<file path="config.mk">
export PLATFORM = sky130hd
export DESIGN_NAME = input_terminal_functions
export DESIGN_NICKNAME = d
export VERILOG_FILES = /design/src/hw/input_terminal_functions_pkg.sv /design/src/hw/input_terminal_functions.sv
export VERILOG_INCLUDE_DIRS = /design/src /design/src/hw
export SDC_FILE = /design/constraint.sdc
export NUM_CORES = 1
export LEC_CHECK = 0
export BUFFER_PORTS_ARGS = -buffer_cell sky130_fd_sc_hd__buf_2
export CELL_PAD_IN_SITES_DETAIL_PLACEMENT = 0
export CELL_PAD_IN_SITES_GLOBAL_PLACEMENT = 1
export CORE_UTILIZATION = 40
export DETAILED_ROUTE_END_ITERATION = 10
export GPL_ROUTABILITY_DRIVEN = 0
export HOLD_SLACK_MARGIN = 0.03
export PLACE_DENSITY = 0.78
export SLEW_MARGIN = 0
export SYNTH_ARGS = -nofsm -noshare
export SYNTH_HDL_FRONTEND = slang
export SYNTH_SLANG_ARGS = --single-unit
</file>
<file path="constraint.sdc">
create_clock -name ref_clk -period 2.4 [get_ports ref_clk]
set_input_delay 0.12 -clock ref_clk [delete_from_list [all_inputs] [get_ports ref_clk]]
set_output_delay 0.12 -clock ref_clk [all_outputs]
set_load 0.005 [all_outputs]
</file>
<file path="src/hw/input_terminal_functions_map.svh">
// Register offsets, fields, reset values and timing counts for the input terminal block
`ifndef INPUT_TERMINAL_FUNCTIONS_MAP_SVH
`define INPUT_TERMINAL_FUNCTIONS_MAP_SVH
`define ITF_CLK_HZ          10000000
`define ITF_MS_CYCLES       (`ITF_CLK_HZ / 1000)
`define ITF_RESET_MIN_MS    12
`define ITF_ALARM_CLR_MS    30
`define ITF_PWRUP_HOLD_MS   4000
`define ITF_KEY_WINDOW_MS   3000
`define ITF_FUNC_LOCK       8'h0F
`define ITF_FUNC_ASEL       8'h10
`define ITF_FUNC_TCLR       8'h12
`define ITF_FSRC_ANALOG     2'h1
`define ITF_SLOTS           6
`define ITF_OFF_SLOT_FUNC   8'h00
`define ITF_OFF_SLOT_POL    8'h04
`define ITF_OFF_SETTINGS    8'h08
`define ITF_OFF_EDIT        8'h0C
`define ITF_OFF_STATUS      8'h10
`define ITF_OFF_CONTROL     8'h14
`define ITF_SET_SCOPE_BIT   0
`define ITF_SET_OPLOCK_BIT  1
`define ITF_SET_FSRC_LSB    2
// Last slot defaults to trip clear so power-up hold detection is reachable
`define ITF_FUNC_RESET      32'h2400_0000
`endif

</file>
<file path="src/hw/input_terminal_functions_pkg.sv">
// Types shared by the input terminal block
package input_terminal_functions_pkg;
  typedef enum logic [1:0] {
    TC_IDLE  = 2'b00,
    TC_HELD  = 2'b01,
    TC_PWRUP = 2'b10
  } tclr_state_t;

  typedef struct packed {
    logic [5:0]  term_s1;
    logic [5:0]  term_s2;
    logic [31:0] slot_func;
    logic [5:0]  slot_pol;
    logic        scope;
    logic        op_lock;
    logic [1:0]  fsrc;
    logic [13:0] tick_cnt;
    logic        tick;
    tclr_state_t tc_state;
    logic [12:0] ms_cnt;
    logic        tripped;
    logic        alarm;
    logic        alarm_clr_done;
    logic        motor_en;
    logic        comm_err;
    logic [12:0] uptime_ms;
    logic        key_window;
    logic        edit_ok;
    logic        edit_rej;
    logic        use_current;
    logic        analog_en;
    logic        awready;
    logic        wready;
    logic        bvalid;
    logic [1:0]  bresp;
    logic        arready;
    logic        rvalid;
    logic [1:0]  rresp;
    logic [31:0] rdata;
    logic        aw_got;
    logic        w_got;
    logic [7:0]  aw_addr;
    logic [31:0] w_data;
    logic [3:0]  w_strb;
  } itf_state_t;
endpackage

</file>
<file path="src/hw/input_terminal_functions.sv">
// Input terminal functions: parameter lock, analog source select, trip clear
//
// Our own choices: the placing of the registers and the AXI4-Lite register port.
`timescale 1ns/1ps
`default_nettype none
`include "input_terminal_functions_map.svh"

// How it works
// [RQ1] Lock input rejects edits, setpoint per scope
// [RQ2] Lock released, keypad edits accepted again
// [RQ3] Code 15 slot is the lock
// [RQ4] Scope bit includes or excludes setpoint
// [RQ5] Operator lock bit locks without terminal
// [RQ6] Code 16 slot asserted selects current
// [RQ7] Select low uses voltage reference
// [RQ8] Analog reference only when source 01
// [RQ9] Clear pulse on-off cancels trip state
// [RQ10] Source holds clear at least 12 ms
// [RQ11] Alarm drops within 30 ms of onset
// [RQ12] Code 18 slot: output off, trip cleared
// [RQ13] Clear while running lets motor coast
// [RQ14] Clear input accepted only non-inverted
// [RQ15] Power-up runs the same reset sequence
// [RQ16] Stop key resets only with alarm
// [RQ17] Clear held 4 s at power-up: comm error
// [RQ18] Run still active resumes drive at once
// [RQ19] Stop key honoured briefly after power-up
// [RQ20] Inputs synchronised, millisecond tick counts time
module input_terminal_functions
  import input_terminal_functions_pkg::*;
#(
  parameter int unsigned MS_CYCLES     = `ITF_MS_CYCLES,
  parameter int unsigned PWRUP_HOLD_MS = `ITF_PWRUP_HOLD_MS,
  parameter int unsigned KEY_WINDOW_MS = `ITF_KEY_WINDOW_MS
) (
  // Clock and reset
  input  wire logic        ref_clk,
  input  wire logic        sys_rst,
  // Terminals and operator
  input  wire logic [5:0]  terminal_in,
  input  wire logic        stop_key,
  input  wire logic        remote_attached,
  input  wire logic        any_key,
  input  wire logic        run_cmd,
  input  wire logic        fault_event,
  input  wire logic        edit_req,
  input  wire logic        edit_is_setpoint,
  // Drive status
  output logic             motor_en,
  output logic             alarm_out,
  output logic             trip_state,
  output logic             comm_error,
  output logic             use_current_ref,
  output logic             analog_ref_en,
  output logic             edit_accept,
  output logic             edit_reject,
  // AXI4-Lite slave
  input  wire logic [7:0]  s_axi_awaddr,
  input  wire logic        s_axi_awvalid,
  output logic             s_axi_awready,
  input  wire logic [31:0] s_axi_wdata,
  input  wire logic [3:0]  s_axi_wstrb,
  input  wire logic        s_axi_wvalid,
  output logic             s_axi_wready,
  output logic [1:0]       s_axi_bresp,
  output logic             s_axi_bvalid,
  input  wire logic        s_axi_bready,
  input  wire logic [7:0]  s_axi_araddr,
  input  wire logic        s_axi_arvalid,
  output logic             s_axi_arready,
  output logic [31:0]      s_axi_rdata,
  output logic [1:0]       s_axi_rresp,
  output logic             s_axi_rvalid,
  input  wire logic        s_axi_rready
);

  initial begin
    if (MS_CYCLES < 2 || MS_CYCLES > 16383 || PWRUP_HOLD_MS > 8191 ||
        KEY_WINDOW_MS > 8191 || KEY_WINDOW_MS < 1) begin
      $error("input_terminal_functions: unsupported timing parameters");
    end
  end

  localparam logic [13:0] MS_LAST    = 14'(MS_CYCLES - 1);
  localparam logic [12:0] RST_MIN    = 13'(`ITF_RESET_MIN_MS);
  localparam logic [12:0] CLR_MS     = 13'(`ITF_ALARM_CLR_MS);
  localparam logic [12:0] PWRUP_HOLD = 13'(PWRUP_HOLD_MS);
  localparam logic [12:0] KEY_WIN    = 13'(KEY_WINDOW_MS);

  itf_state_t q;
  itf_state_t d;

  // Input level of any slot carrying a given function, with polarity when allowed
  function automatic logic func_level(input logic [31:0] funcs, input logic [5:0] pol,
                                      input logic [5:0] lvl, input logic [7:0] code,
                                      input logic allow_inv);
    logic hit;
    hit = 1'b0;
    for (int i = 0; i < `ITF_SLOTS; i++) begin
      if (8'(funcs[i*5 +: 5]) == code) begin
        hit = hit | (lvl[i] ^ (pol[i] & allow_inv));
      end
    end
    return hit;
  endfunction

  // Byte-lane merge for register writes
  function automatic logic [31:0] merge(input logic [31:0] old, input logic [31:0] nw,
                                        input logic [3:0] strb);
    logic [31:0] r;
    r = old;
    for (int b = 0; b < 4; b++) begin
      if (strb[b]) begin
        r[b*8 +: 8] = nw[b*8 +: 8];
      end
    end
    return r;
  endfunction

  logic lock_in;
  logic asel_in;
  logic tclr_in;
  logic locked;
  logic [31:0] wr_val;
  logic [31:0] rd_val;

  always_comb begin
    d = q;
    // [RQ20] Two-flop synchroniser
    d.term_s1 = terminal_in;
    d.term_s2 = q.term_s1;
    // [RQ20] Millisecond tick
    d.tick = 1'b0;
    if (q.tick_cnt == MS_LAST) begin
      d.tick_cnt = '0;
      d.tick = 1'b1;
    end else begin
      d.tick_cnt = q.tick_cnt + 14'h0001;
    end

    // [RQ3] Lock slot decode
    lock_in = func_level(q.slot_func, q.slot_pol, q.term_s2, `ITF_FUNC_LOCK, 1'b1);
    // [RQ6] Select slot decode
    asel_in = func_level(q.slot_func, q.slot_pol, q.term_s2, `ITF_FUNC_ASEL, 1'b1);
    // [RQ14] Polarity ignored for trip clear
    tclr_in = func_level(q.slot_func, q.slot_pol, q.term_s2, `ITF_FUNC_TCLR, 1'b0);

    // [RQ5] Operator lock needs no terminal
    locked = lock_in | q.op_lock;
    // [RQ1] Reject locked edits; [RQ4] scope bit covers setpoint
    d.edit_ok  = 1'b0;
    d.edit_rej = 1'b0;
    if (edit_req) begin
      // [RQ2] Unlocked edits accepted
      if (locked && (!edit_is_setpoint || q.scope)) begin
        d.edit_rej = 1'b1;
      end else begin
        d.edit_ok = 1'b1;
      end
    end

    // [RQ8] Analog only when source is 01; [RQ7] low picks voltage
    d.analog_en   = (q.fsrc == `ITF_FSRC_ANALOG);
    d.use_current = asel_in & (q.fsrc == `ITF_FSRC_ANALOG);

    // [RQ19] Stop key window after power-up
    if (q.tick && q.uptime_ms != KEY_WIN) begin
      d.uptime_ms = q.uptime_ms + 13'h0001;
    end
    d.key_window = (q.uptime_ms != KEY_WIN);

    if (fault_event) begin
      d.tripped = 1'b1;
      d.alarm   = 1'b1;
    end

    unique case (q.tc_state)
      TC_PWRUP: begin
        d.motor_en = 1'b0;
        // [RQ15] Power-up reset as a clear pulse
        // Wait for a tick so the synchroniser holds real levels
        if (q.tick && !tclr_in) begin
          d.tc_state = TC_IDLE;
          d.tripped  = fault_event;
          d.alarm    = fault_event;
        end else if (q.tick) begin
          if (q.ms_cnt != PWRUP_HOLD) begin
            d.ms_cnt = q.ms_cnt + 13'h0001;
          end else begin
            // [RQ17] Comm error only, no trip
            d.comm_err = 1'b1;
          end
        end
      end
      TC_IDLE: begin
        d.ms_cnt = '0;
        d.alarm_clr_done = 1'b0;
        // [RQ18] Run with no trip drives at once
        d.motor_en = run_cmd & ~q.tripped & ~fault_event;
        if (tclr_in) begin
          // [RQ12] [RQ13] Output off, motor coasts
          d.motor_en = 1'b0;
          d.tc_state = TC_HELD;
        end else if (stop_key && q.alarm && (q.key_window || !remote_attached)) begin
          // [RQ16] Key resets only with alarm
          d.tripped = fault_event;
          d.alarm   = fault_event;
        end
      end
      TC_HELD: begin
        d.motor_en = 1'b0;
        if (q.tick && q.ms_cnt != 13'h1FFF) begin
          d.ms_cnt = q.ms_cnt + 13'h0001;
        end
        // [RQ11] Alarm drops by 30 ms
        if (q.tick && q.ms_cnt >= RST_MIN && !q.alarm_clr_done) begin
          d.alarm = fault_event;
          d.alarm_clr_done = 1'b1;
        end
        if (q.tick && q.ms_cnt + 13'h0001 >= CLR_MS && !q.alarm_clr_done) begin
          d.alarm = fault_event;
          d.alarm_clr_done = 1'b1;
        end
        if (!tclr_in) begin
          d.tc_state = TC_IDLE;
          // [RQ10] [RQ9] Pulse long enough cancels trip
          if (q.ms_cnt >= RST_MIN) begin
            d.tripped = fault_event;
            d.alarm   = fault_event;
          end
        end
      end
      default: begin
        d.tc_state = TC_IDLE;
      end
    endcase

    // [RQ17] Clear indication after release and a key
    if (q.comm_err && !tclr_in && any_key) begin
      d.comm_err = 1'b0;
    end

    // AXI4-Lite write channel
    d.awready = 1'b0;
    d.wready  = 1'b0;
    if (!q.aw_got && s_axi_awvalid && !q.awready) begin
      d.awready = 1'b1;
      d.aw_got  = 1'b1;
      d.aw_addr = s_axi_awaddr;
    end
    if (!q.w_got && s_axi_wvalid && !q.wready) begin
      d.wready = 1'b1;
      d.w_got  = 1'b1;
      d.w_data = s_axi_wdata;
      d.w_strb = s_axi_wstrb;
    end
    if (q.bvalid && s_axi_bready) begin
      d.bvalid = 1'b0;
    end
    wr_val = 32'h0000_0000;
    if (q.aw_got && q.w_got && !q.bvalid) begin
      d.aw_got = 1'b0;
      d.w_got  = 1'b0;
      d.bvalid = 1'b1;
      d.bresp  = 2'b00;
      unique case (q.aw_addr)
        `ITF_OFF_SLOT_FUNC: begin
          d.slot_func = merge(q.slot_func, q.w_data, q.w_strb);
        end
        `ITF_OFF_SLOT_POL: begin
          wr_val = merge({26'h0, q.slot_pol}, q.w_data, q.w_strb);
          d.slot_pol = wr_val[5:0];
        end
        `ITF_OFF_SETTINGS: begin
          wr_val = merge({28'h0, q.fsrc, q.op_lock, q.scope}, q.w_data, q.w_strb);
          d.scope   = wr_val[`ITF_SET_SCOPE_BIT];
          d.op_lock = wr_val[`ITF_SET_OPLOCK_BIT];
          d.fsrc    = wr_val[`ITF_SET_FSRC_LSB +: 2];
        end
        default: begin
          d.bresp = 2'b10;
        end
      endcase
    end

    // AXI4-Lite read channel
    d.arready = 1'b0;
    if (q.rvalid && s_axi_rready) begin
      d.rvalid = 1'b0;
    end
    rd_val = 32'h0000_0000;
    if (s_axi_arvalid && !q.arready && !q.rvalid) begin
      d.arready = 1'b1;
      d.rvalid  = 1'b1;
      d.rresp   = 2'b00;
      unique case (s_axi_araddr)
        `ITF_OFF_SLOT_FUNC: rd_val = q.slot_func;
        `ITF_OFF_SLOT_POL:  rd_val = {26'h0, q.slot_pol};
        `ITF_OFF_SETTINGS:  rd_val = {28'h0, q.fsrc, q.op_lock, q.scope};
        `ITF_OFF_EDIT:      rd_val = {30'h0, q.edit_rej, q.edit_ok};
        `ITF_OFF_STATUS: begin
          rd_val = {24'h0, q.key_window, q.comm_err, q.use_current, q.analog_en,
                    q.motor_en, q.alarm, q.tripped, locked};
        end
        `ITF_OFF_CONTROL:   rd_val = {19'h0, q.ms_cnt};
        default: begin
          d.rresp = 2'b10;
        end
      endcase
      d.rdata = rd_val;
    end
  end

  always_ff @(posedge ref_clk) begin
    if (sys_rst) begin
      q <= '0;
      q.slot_func <= `ITF_FUNC_RESET;
      q.tc_state  <= TC_PWRUP;
    end else begin
      q <= d;
    end
  end

  assign motor_en        = q.motor_en;
  assign alarm_out       = q.alarm;
  assign trip_state      = q.tripped;
  assign comm_error      = q.comm_err;
  assign use_current_ref = q.use_current;
  assign analog_ref_en   = q.analog_en;
  assign edit_accept     = q.edit_ok;
  assign edit_reject     = q.edit_rej;
  assign s_axi_awready   = q.awready;
  assign s_axi_wready    = q.wready;
  assign s_axi_bresp     = q.bresp;
  assign s_axi_bvalid    = q.bvalid;
  assign s_axi_arready   = q.arready;
  assign s_axi_rdata     = q.rdata;
  assign s_axi_rresp     = q.rresp;
  assign s_axi_rvalid    = q.rvalid;

endmodule
`default_nettype wire

</file>
==> results of run 1 <==
==> layer usage <==
metal / GRT usage / routed length, µm
met1: 0.308 / 11100
met2: 0.313 / 9770
met3: 0.0453 / 1410
met4: 0.0854 / 605
met5: 0 / 0
==> final timing paths <==
kind	start	endpoint	depth (start not counted)
max	q[170]$_SDFFE_PP0P_	q[115]$_SDFFE_PP0P_	5
min	any_key	comm_error$_SDFFE_PP0P_	4
max reg2reg	q[170]$_SDFFE_PP0P_	q[115]$_SDFFE_PP0P_	5
min reg2reg	d[183]$_SDFF_PP0_	q[183]$_SDFF_PP0_	1
==> power breakdown <==
group          total, µW  internal [µW]  switching, µW
clock network       2730           1450           1280
registers           3370           3280           84.4
logic                707            297            410
==> cell type report <==
cell class,instances,share of cell area
Clock buffer,18,0.0420
Timing Repair Buffer,206,0.138
Inverter,23,0.00844
Multi-Input combinational cell,673,0.390
Clock inverter,14,0.0129
Tap cell,270,0.0330
Sequential cell,192,0.376
==> timing repair <==
item,4_1_cts,5_1_grt
setup endpoints to repair,0,9
endpoints found under the hold margin,63,0
hold buffers,57,0
gates resized for setup,0,2
==> kinds of logic (layout without fill, tap and decap cells) <==
| logic type | count (synthesis) | in the layout | share of synthesized area |
|---|---|---|---|
| and+or+nand+nor | 417 | 417 | 0.245 |
| DFF | 192 | 192 | 0.459 |
| AOI/OAI and AO/OA | 185 | 185 | 0.144 |
| buffers and inverters | 115 | 261 | 0.0693 |
| muxes | 32 | 32 | 0.0399 |
| xor gates and xnor gates | 28 | 28 | 0.0293 |
| adders and majority gates | 9 | 9 | 0.0134 |
| other | 1 | 2 | 0.000447 |
==> worst register-to-register path, stage by stage, from the launching register on <==
cell and delay, ns:
dfxtp_1 0.34, or4b_4 0.56, o22a_4 0.29, a41o_1 0.38, o311ai_1 0.39, o41ai_2 0.13
==> placed cells by master (no fill, tap or decap), types with 14 or more instances in the layout <==
cell type / instances
nor2b_1: 17
nor2_1: 82
mux2i_1: 30
dlygate4sd3_1: 57
nor3_1: 14
a21oi_1: 99
buf_4: 31
dfxtp_1: 192
nand2_1: 145
buf_2: 117
xnor2_1: 17
inv_1: 23
clkbuf_16: 17
nand4_1: 24
nand3_1: 63
==> per-stage QoR <==
stage | hold slack [ns] | cells
after CTS | 0.0515 | 1396
after global placement | 0.339 | 1307
after floorplan | 0.248 | 980
final | 0.0727 | 1396
after global routing | 0.0726 | 1396
after detailed placement | 0.341 | 1307
==> summary.txt, run 1 <==
Clocking
  • CTS Buf Count: 17
  • Clock Latency Late Sink: 0.43 ns
  • Sink Count: 192
  • H-tree depth: 4
  • CTS max path bufs: 2
  • Root buffer cell: clkbuf_16
  • Post-CTS setup buffer count: 0
  • Worst-path clk slew: 0.07 ns
  • CTS tree: yes

Layout
  • End-of-flow core utilization: 0.502
  • Register Area: 3840 µm²
  • Fillers: 2002
  • Final instance area: 10200 µm²
  • Final net count: 1194
  • Antenna cells: 0
  • Multi-input logic area: 3990 µm²
  • Max FFs per register: 139
  • Biggest register: q
  • Area growth syn-to-layout: 22.0%
  • Layout cell share with drive strength beyond 1: 0.181

Pwr
  • Leak Pwr: 0.00384 µW
  • Peak supply drop: 0.000478 V
  • Power density over cell area: 665 nW/µm²
  • Final Power: 6800 µW

Timing
  • Final hold viol count: 0
  • FMAX: 0.449 GHz
  • Slew HR: 0.543
  • RSZ-0062 raised after global routing: no
  • Post-route setup slack: 0.172 ns
  • Tmin final: 2.23 ns
  • Max Slew Vio Count: 0
  • Worst-margin pin slew: 0.686 ns
  • Final clock skew: 0.00880 ns
  • Final cycle utilization of the critical path: 0.929
  • Fin Setup TNS: 0 ns
  • Final-report setup violation count: 0

Placement
  • Post-Place Setup Slack: 0.194 ns
  • Post-Place Cell Area: 9080 µm²
  • Port Buffer Count: 118
  • HPWL after detailed placement: 16.1 mm

Synthesis
  • Post-synth top cells: dfxtp_1 (192), nand2_1 (145), a21oi_1 (99)
  • Syn Inst Count: 979
  • Part of the Yosys area used for sequential elements: 0.459
  • Ys flop type: dfxtp_1
  • Post-synth top area cell: dfxtp_1
  • Synth top area cells: dfxtp_1 (46%), nand2_1 (6.5%), a21oi_1 (5.9%)
  • Fraction of registers with async set/reset: 0
  • Syn avg cell area: 8.56 µm²
  • Unique masters post-synth: 71
  • Yosys Warn Count: 0
  • Flops & latches, synth: 192
  • Count leader, synth: dfxtp_1
  • Post-synth top area share: 0.459
  • Mapped Area: 8380 µm²
  • Post-synth EDFFs: 0

Floorplanning
  • Row count: 52
  • Die height: 147 µm
  • Die width: 147 µm
  • Initial Utilization: 0.412
  • DIE AREA: 21500 µm²
  • Core area: 20400 µm²
  • Ports: 121

Critical path
  • Slowest-stage cell, CP: or4b_4
  • Crit path largest cell delay: 0.56 ns
  • Crit Path Category: reg2reg
  • CP max FO: 10
  • Worst path top cell family by delay: compound AO/OA/AOI/OAI gates
  • FF-to-FF setup slack: 0.17 ns
  • Crit end category: register
  • Startpoint types: register
  • Critical Path RT: 2.70 ns
  • WP buf/inv: 0
  • Critical-path cell list: or4b_4, o22a_4, a41o_1, o311ai_1, o41ai_2
  • Worst EP arrival: 2.53 ns

GRT
  • First-pass GRT wire length: 36.4 mm
  • Total congestion overflow: 0
  • Vias in the first global route: 6887
  • All-layer global routing usage: 0.215
  • Initial antenna violation count: 0
  • Largest net degree at the start of global routing: 65

Job
  • MaxCap Viol Count: 0

Drt
  • Remaining DRCs: 0
  • TritonRoute pass-1 iters: 5
  • Routed vias: 7457
  • DR iter-0 viols: 652
  • Routed WL: 22.9 mm
  • Via-per-instance ratio: 5.34
  • DRT antenna net count: 0
  • WL/cell: 16.4 µm

Hold path
  • Worst min-delay path category: in2reg

Status
  • Status: finished clean
No activity file was read; power rests on OpenSTA's default activity.
==> run 2: changes to the inputs <==
--- a/config.mk
+++ b/config.mk
@@ -7,13 +7,11 @@
 export NUM_CORES = 1
 export LEC_CHECK = 0
 export BUFFER_PORTS_ARGS = -buffer_cell sky130_fd_sc_hd__buf_2
-export CELL_PAD_IN_SITES_DETAIL_PLACEMENT = 0
-export CELL_PAD_IN_SITES_GLOBAL_PLACEMENT = 1
 export CORE_UTILIZATION = 40
 export DETAILED_ROUTE_END_ITERATION = 10
 export GPL_ROUTABILITY_DRIVEN = 0
 export HOLD_SLACK_MARGIN = 0.03
-export PLACE_DENSITY = 0.78
+export PLACE_DENSITY = 0.62
 export SLEW_MARGIN = 0
 export SYNTH_ARGS = -nofsm -noshare
 export SYNTH_HDL_FRONTEND = slang
==> summary.txt, run 2 (same netlist as run 1, synthesis figures left out) <==
GRT
  • First-pass GRT wire length: 36.1 mm (was 36.4 mm)
  • Total congestion overflow: 0 (unchanged)
  • All-layer global routing usage: 0.213 (was 0.215)
  • Initial antenna violation count: 0 (unchanged)
  • Vias in the first global route: 6850 (was 6887)
  • Largest net degree at the start of global routing: 88 (was 65)

Critical path
  • Worst EP arrival: 2.58 ns (was 2.53 ns)
  • Crit path largest cell delay: 0.56 ns (about the same)
  • Crit end category: register (unchanged)
  • Critical Path RT: 2.77 ns (was 2.70 ns)
  • CP max FO: 7 (was 10)
  • WP buf/inv: 1 (was 0)
  • Launch point of the worst path: q[169]$_SDFFE_PP0P_ (was q[170]$_SDFFE_PP0P_)
  • Critical-path cell list: nor4b_1, buf_4, a32oi_1, nand3_1, or4_1, a21oi_1 (was or4b_4, o22a_4, a41o_1, o311ai_1, o41ai_2)
  • Critical path depth in cells: 6 (was 5)
  • FF-to-FF setup slack: 0.19 ns (was 0.17 ns)
  • R2R Path End: motor_en$_SDFFE_PP0N_ (was q[115]$_SDFFE_PP0P_)
  • Startpoint types: register (unchanged)
  • Crit Path Category: reg2reg (unchanged)
  • Worst reg-to-reg path cell count: 6 (was 5)
  • R2R Path Start: q[169]$_SDFFE_PP0P_ (was q[170]$_SDFFE_PP0P_)
  • Slowest-stage cell, CP: or4_1 (was or4b_4)
  • Setup crit end: motor_en$_SDFFE_PP0N_ (was q[115]$_SDFFE_PP0P_)
  • Worst path top cell family by delay: simple AND/OR/NAND/NOR gates (was compound AO/OA/AOI/OAI gates)

Layout
  • Layout cell share with drive strength beyond 1: 0.174 (was 0.181)
  • Area growth syn-to-layout: 21.5% (was 22.0%)
  • Antenna cells: 0 (unchanged)
  • Final instance area: 10200 µm² (about the same)
  • Biggest register: q (unchanged)
  • Most frequent cells in the layout: dfxtp_1 (192), nand2_1 (145), buf_2 (117) (unchanged)
  • Max FFs per register: 139 (unchanged)
  • Fillers: 1956 (was 2002)
  • Final std cells w/o fill: 1389 (was 1396)
  • Final net count: 1187 (was 1194)
  • Most common cell after layout, fill and taps aside: dfxtp_1 (unchanged)

Timing
  • Final hold viol count: 0 (unchanged)
  • Fin Setup TNS: 0 ns (unchanged)
  • Worst-margin pin slew: 0.666 ns (was 0.686 ns)
  • Slew HR: 0.556 (was 0.543)
  • Final-report setup violation count: 0 (unchanged)
  • Final clock skew: 0.0137 ns (was 0.00880 ns)
  • Final cycle utilization of the critical path: 0.920 (was 0.929)
  • Max Slew Vio Count: 0 (unchanged)
  • FMAX: 0.453 GHz (was 0.449 GHz)
  • Post-route setup slack: 0.191 ns (was 0.172 ns)
  • Tmin final: 2.21 ns (was 2.23 ns)
  • RSZ-0062 raised after global routing: no (unchanged)

Clocking
  • H-tree depth: 4 (unchanged)
  • Clock Latency Late Sink: 0.45 ns (was 0.43 ns)
  • Number of gates resized after cts: 0 (unchanged)
  • Sink Count: 192 (unchanged)
  • # hold bufs at CTS: 57 (unchanged)
  • CTS tree: yes (unchanged)
  • Worst-path clk slew: 0.07 ns (about the same)
  • Root buffer cell: clkbuf_16 (unchanged)
  • CTS max path bufs: 2 (unchanged)
  • CTS Buf Count: 17 (unchanged)
  • Post-CTS setup buffer count: 0 (unchanged)

Drt
  • Remaining DRCs: 0 (unchanged)
  • Via-per-instance ratio: 5.32 (was 5.34)
  • TritonRoute pass-1 iters: 5 (unchanged)
  • DR iter-0 viols: 556 (was 652)
  • Routed WL: 22.5 mm (was 22.9 mm)
  • DRT antenna net count: 0 (unchanged)
  • Routed vias: 7387 (was 7457)
  • WL/cell: 16.2 µm (was 16.4 µm)

Pwr
  • Peak supply drop: 0.000522 V (was 0.000478 V)
  • Power density over cell area: 675 nW/µm² (was 665 nW/µm²)
  • Leak Pwr: 0.00381 µW (was 0.00384 µW)

Floorplanning
  • Row count: 52 (unchanged)
  • DIE AREA: 21500 µm² (unchanged)
  • Ports: 121 (unchanged)
  • Die width: 147 µm (unchanged)
  • Initial Utilization: 0.412 (unchanged)
  • Die height: 147 µm (unchanged)
  • Core area: 20400 µm² (unchanged)

Hold path
  • Worst min-delay path category: in2reg (unchanged)

Status
  • Status: finished clean (unchanged)

Placement
  • Post-Place Cell Area: 9040 µm² (was 9080 µm²)
  • Placed instance count: 1300 (was 1307)
  • Post-Place Setup Slack: 0.227 ns (was 0.194 ns)
  • HPWL after detailed placement: 15.7 mm (was 16.1 mm)
  • Port Buffer Count: 118 (unchanged)

Job
  • MaxCap Viol Count: 0 (unchanged)
-- run 2: cell types whose count changed in the layout (fill, tap and decap cells not counted), sizes merged --
cell / before / now
clkinvlp: 3 / 2
inv: 28 / 31
buf: 149 / 142
clkinv: 5 / 3
-- run 2: stage by stage --
stage / power, µW / utilization / hold slack (ns)
finish: 6870 / 0.500 / 0.0500
global route: 7170 / 0.500 / 0.0711
CTS: 6920 / 0.500 / 0.0359
detailed placement: 4080 / 0.444 / 0.339
global placement: 4070 / 0.444 / 0.332
floorplan: 3840 / - / 0.248
-- run 2: area by class of cell --
cell class / count / area [µm²] / share of cell area
flip-flops and latches: 192 / 3840 / 0.377
well taps: 270 / 338 / 0.0332
clock inverters: 14 / 145 / 0.0143
clock buffers: 18 / 429 / 0.0421
inverters: 23 / 86.3 / 0.00848
multi-input cells: 673 / 3970 / 0.390
repair buffers: 199 / 1370 / 0.134
-- run 2: report_power, final --
group          internal [µW]  switching (µW)  total (µW)  leakage, µW
clock network           1470            1320        2790     0.000278
logic                    307             411         718      0.00197
registers               3280            85.6        3370      0.00156
-- run 2: routing by layer --
layer  vias up  track usage  part of all wire
met4         0       0.0776             0.021
met5         -            0                 0
met2       261        0.327              0.45
li1       3677            -                 -
met1      3418        0.297              0.47
met3        31       0.0407             0.058
-- run 2: worst min-delay path by stage --
| stage | start | to | slack, ns | cells after the start |
|---|---|---|---|---|
| finish | s_axi_araddr[4] | s_axi_rdata[1]$_SDFFE_PP0P_ | 0.05 | 4 |
| floorplan | terminal_in[0] | d[182]$_SDFF_PP0_ | 0.25 | 1 |
| detailed placement | terminal_in[5] | d[187]$_SDFF_PP0_ | 0.34 | 2 |
| CTS | s_axi_araddr[4] | s_axi_rdata[1]$_SDFFE_PP0P_ | 0.04 | 4 |
| global placement | terminal_in[1] | d[183]$_SDFF_PP0_ | 0.33 | 2 |
| global route | s_axi_araddr[6] | s_axi_rdata[1]$_SDFFE_PP0P_ | 0.07 | 4 |
-- run 2: worst register-to-register path: stages, from the launching register on --
cell and delay [ns]:
dfxtp_1 0.34, nor4b_1 0.15, buf_4 0.15, a32oi_1 0.41, nand3_1 0.38, or4_1 0.56
a21oi_1 0.15
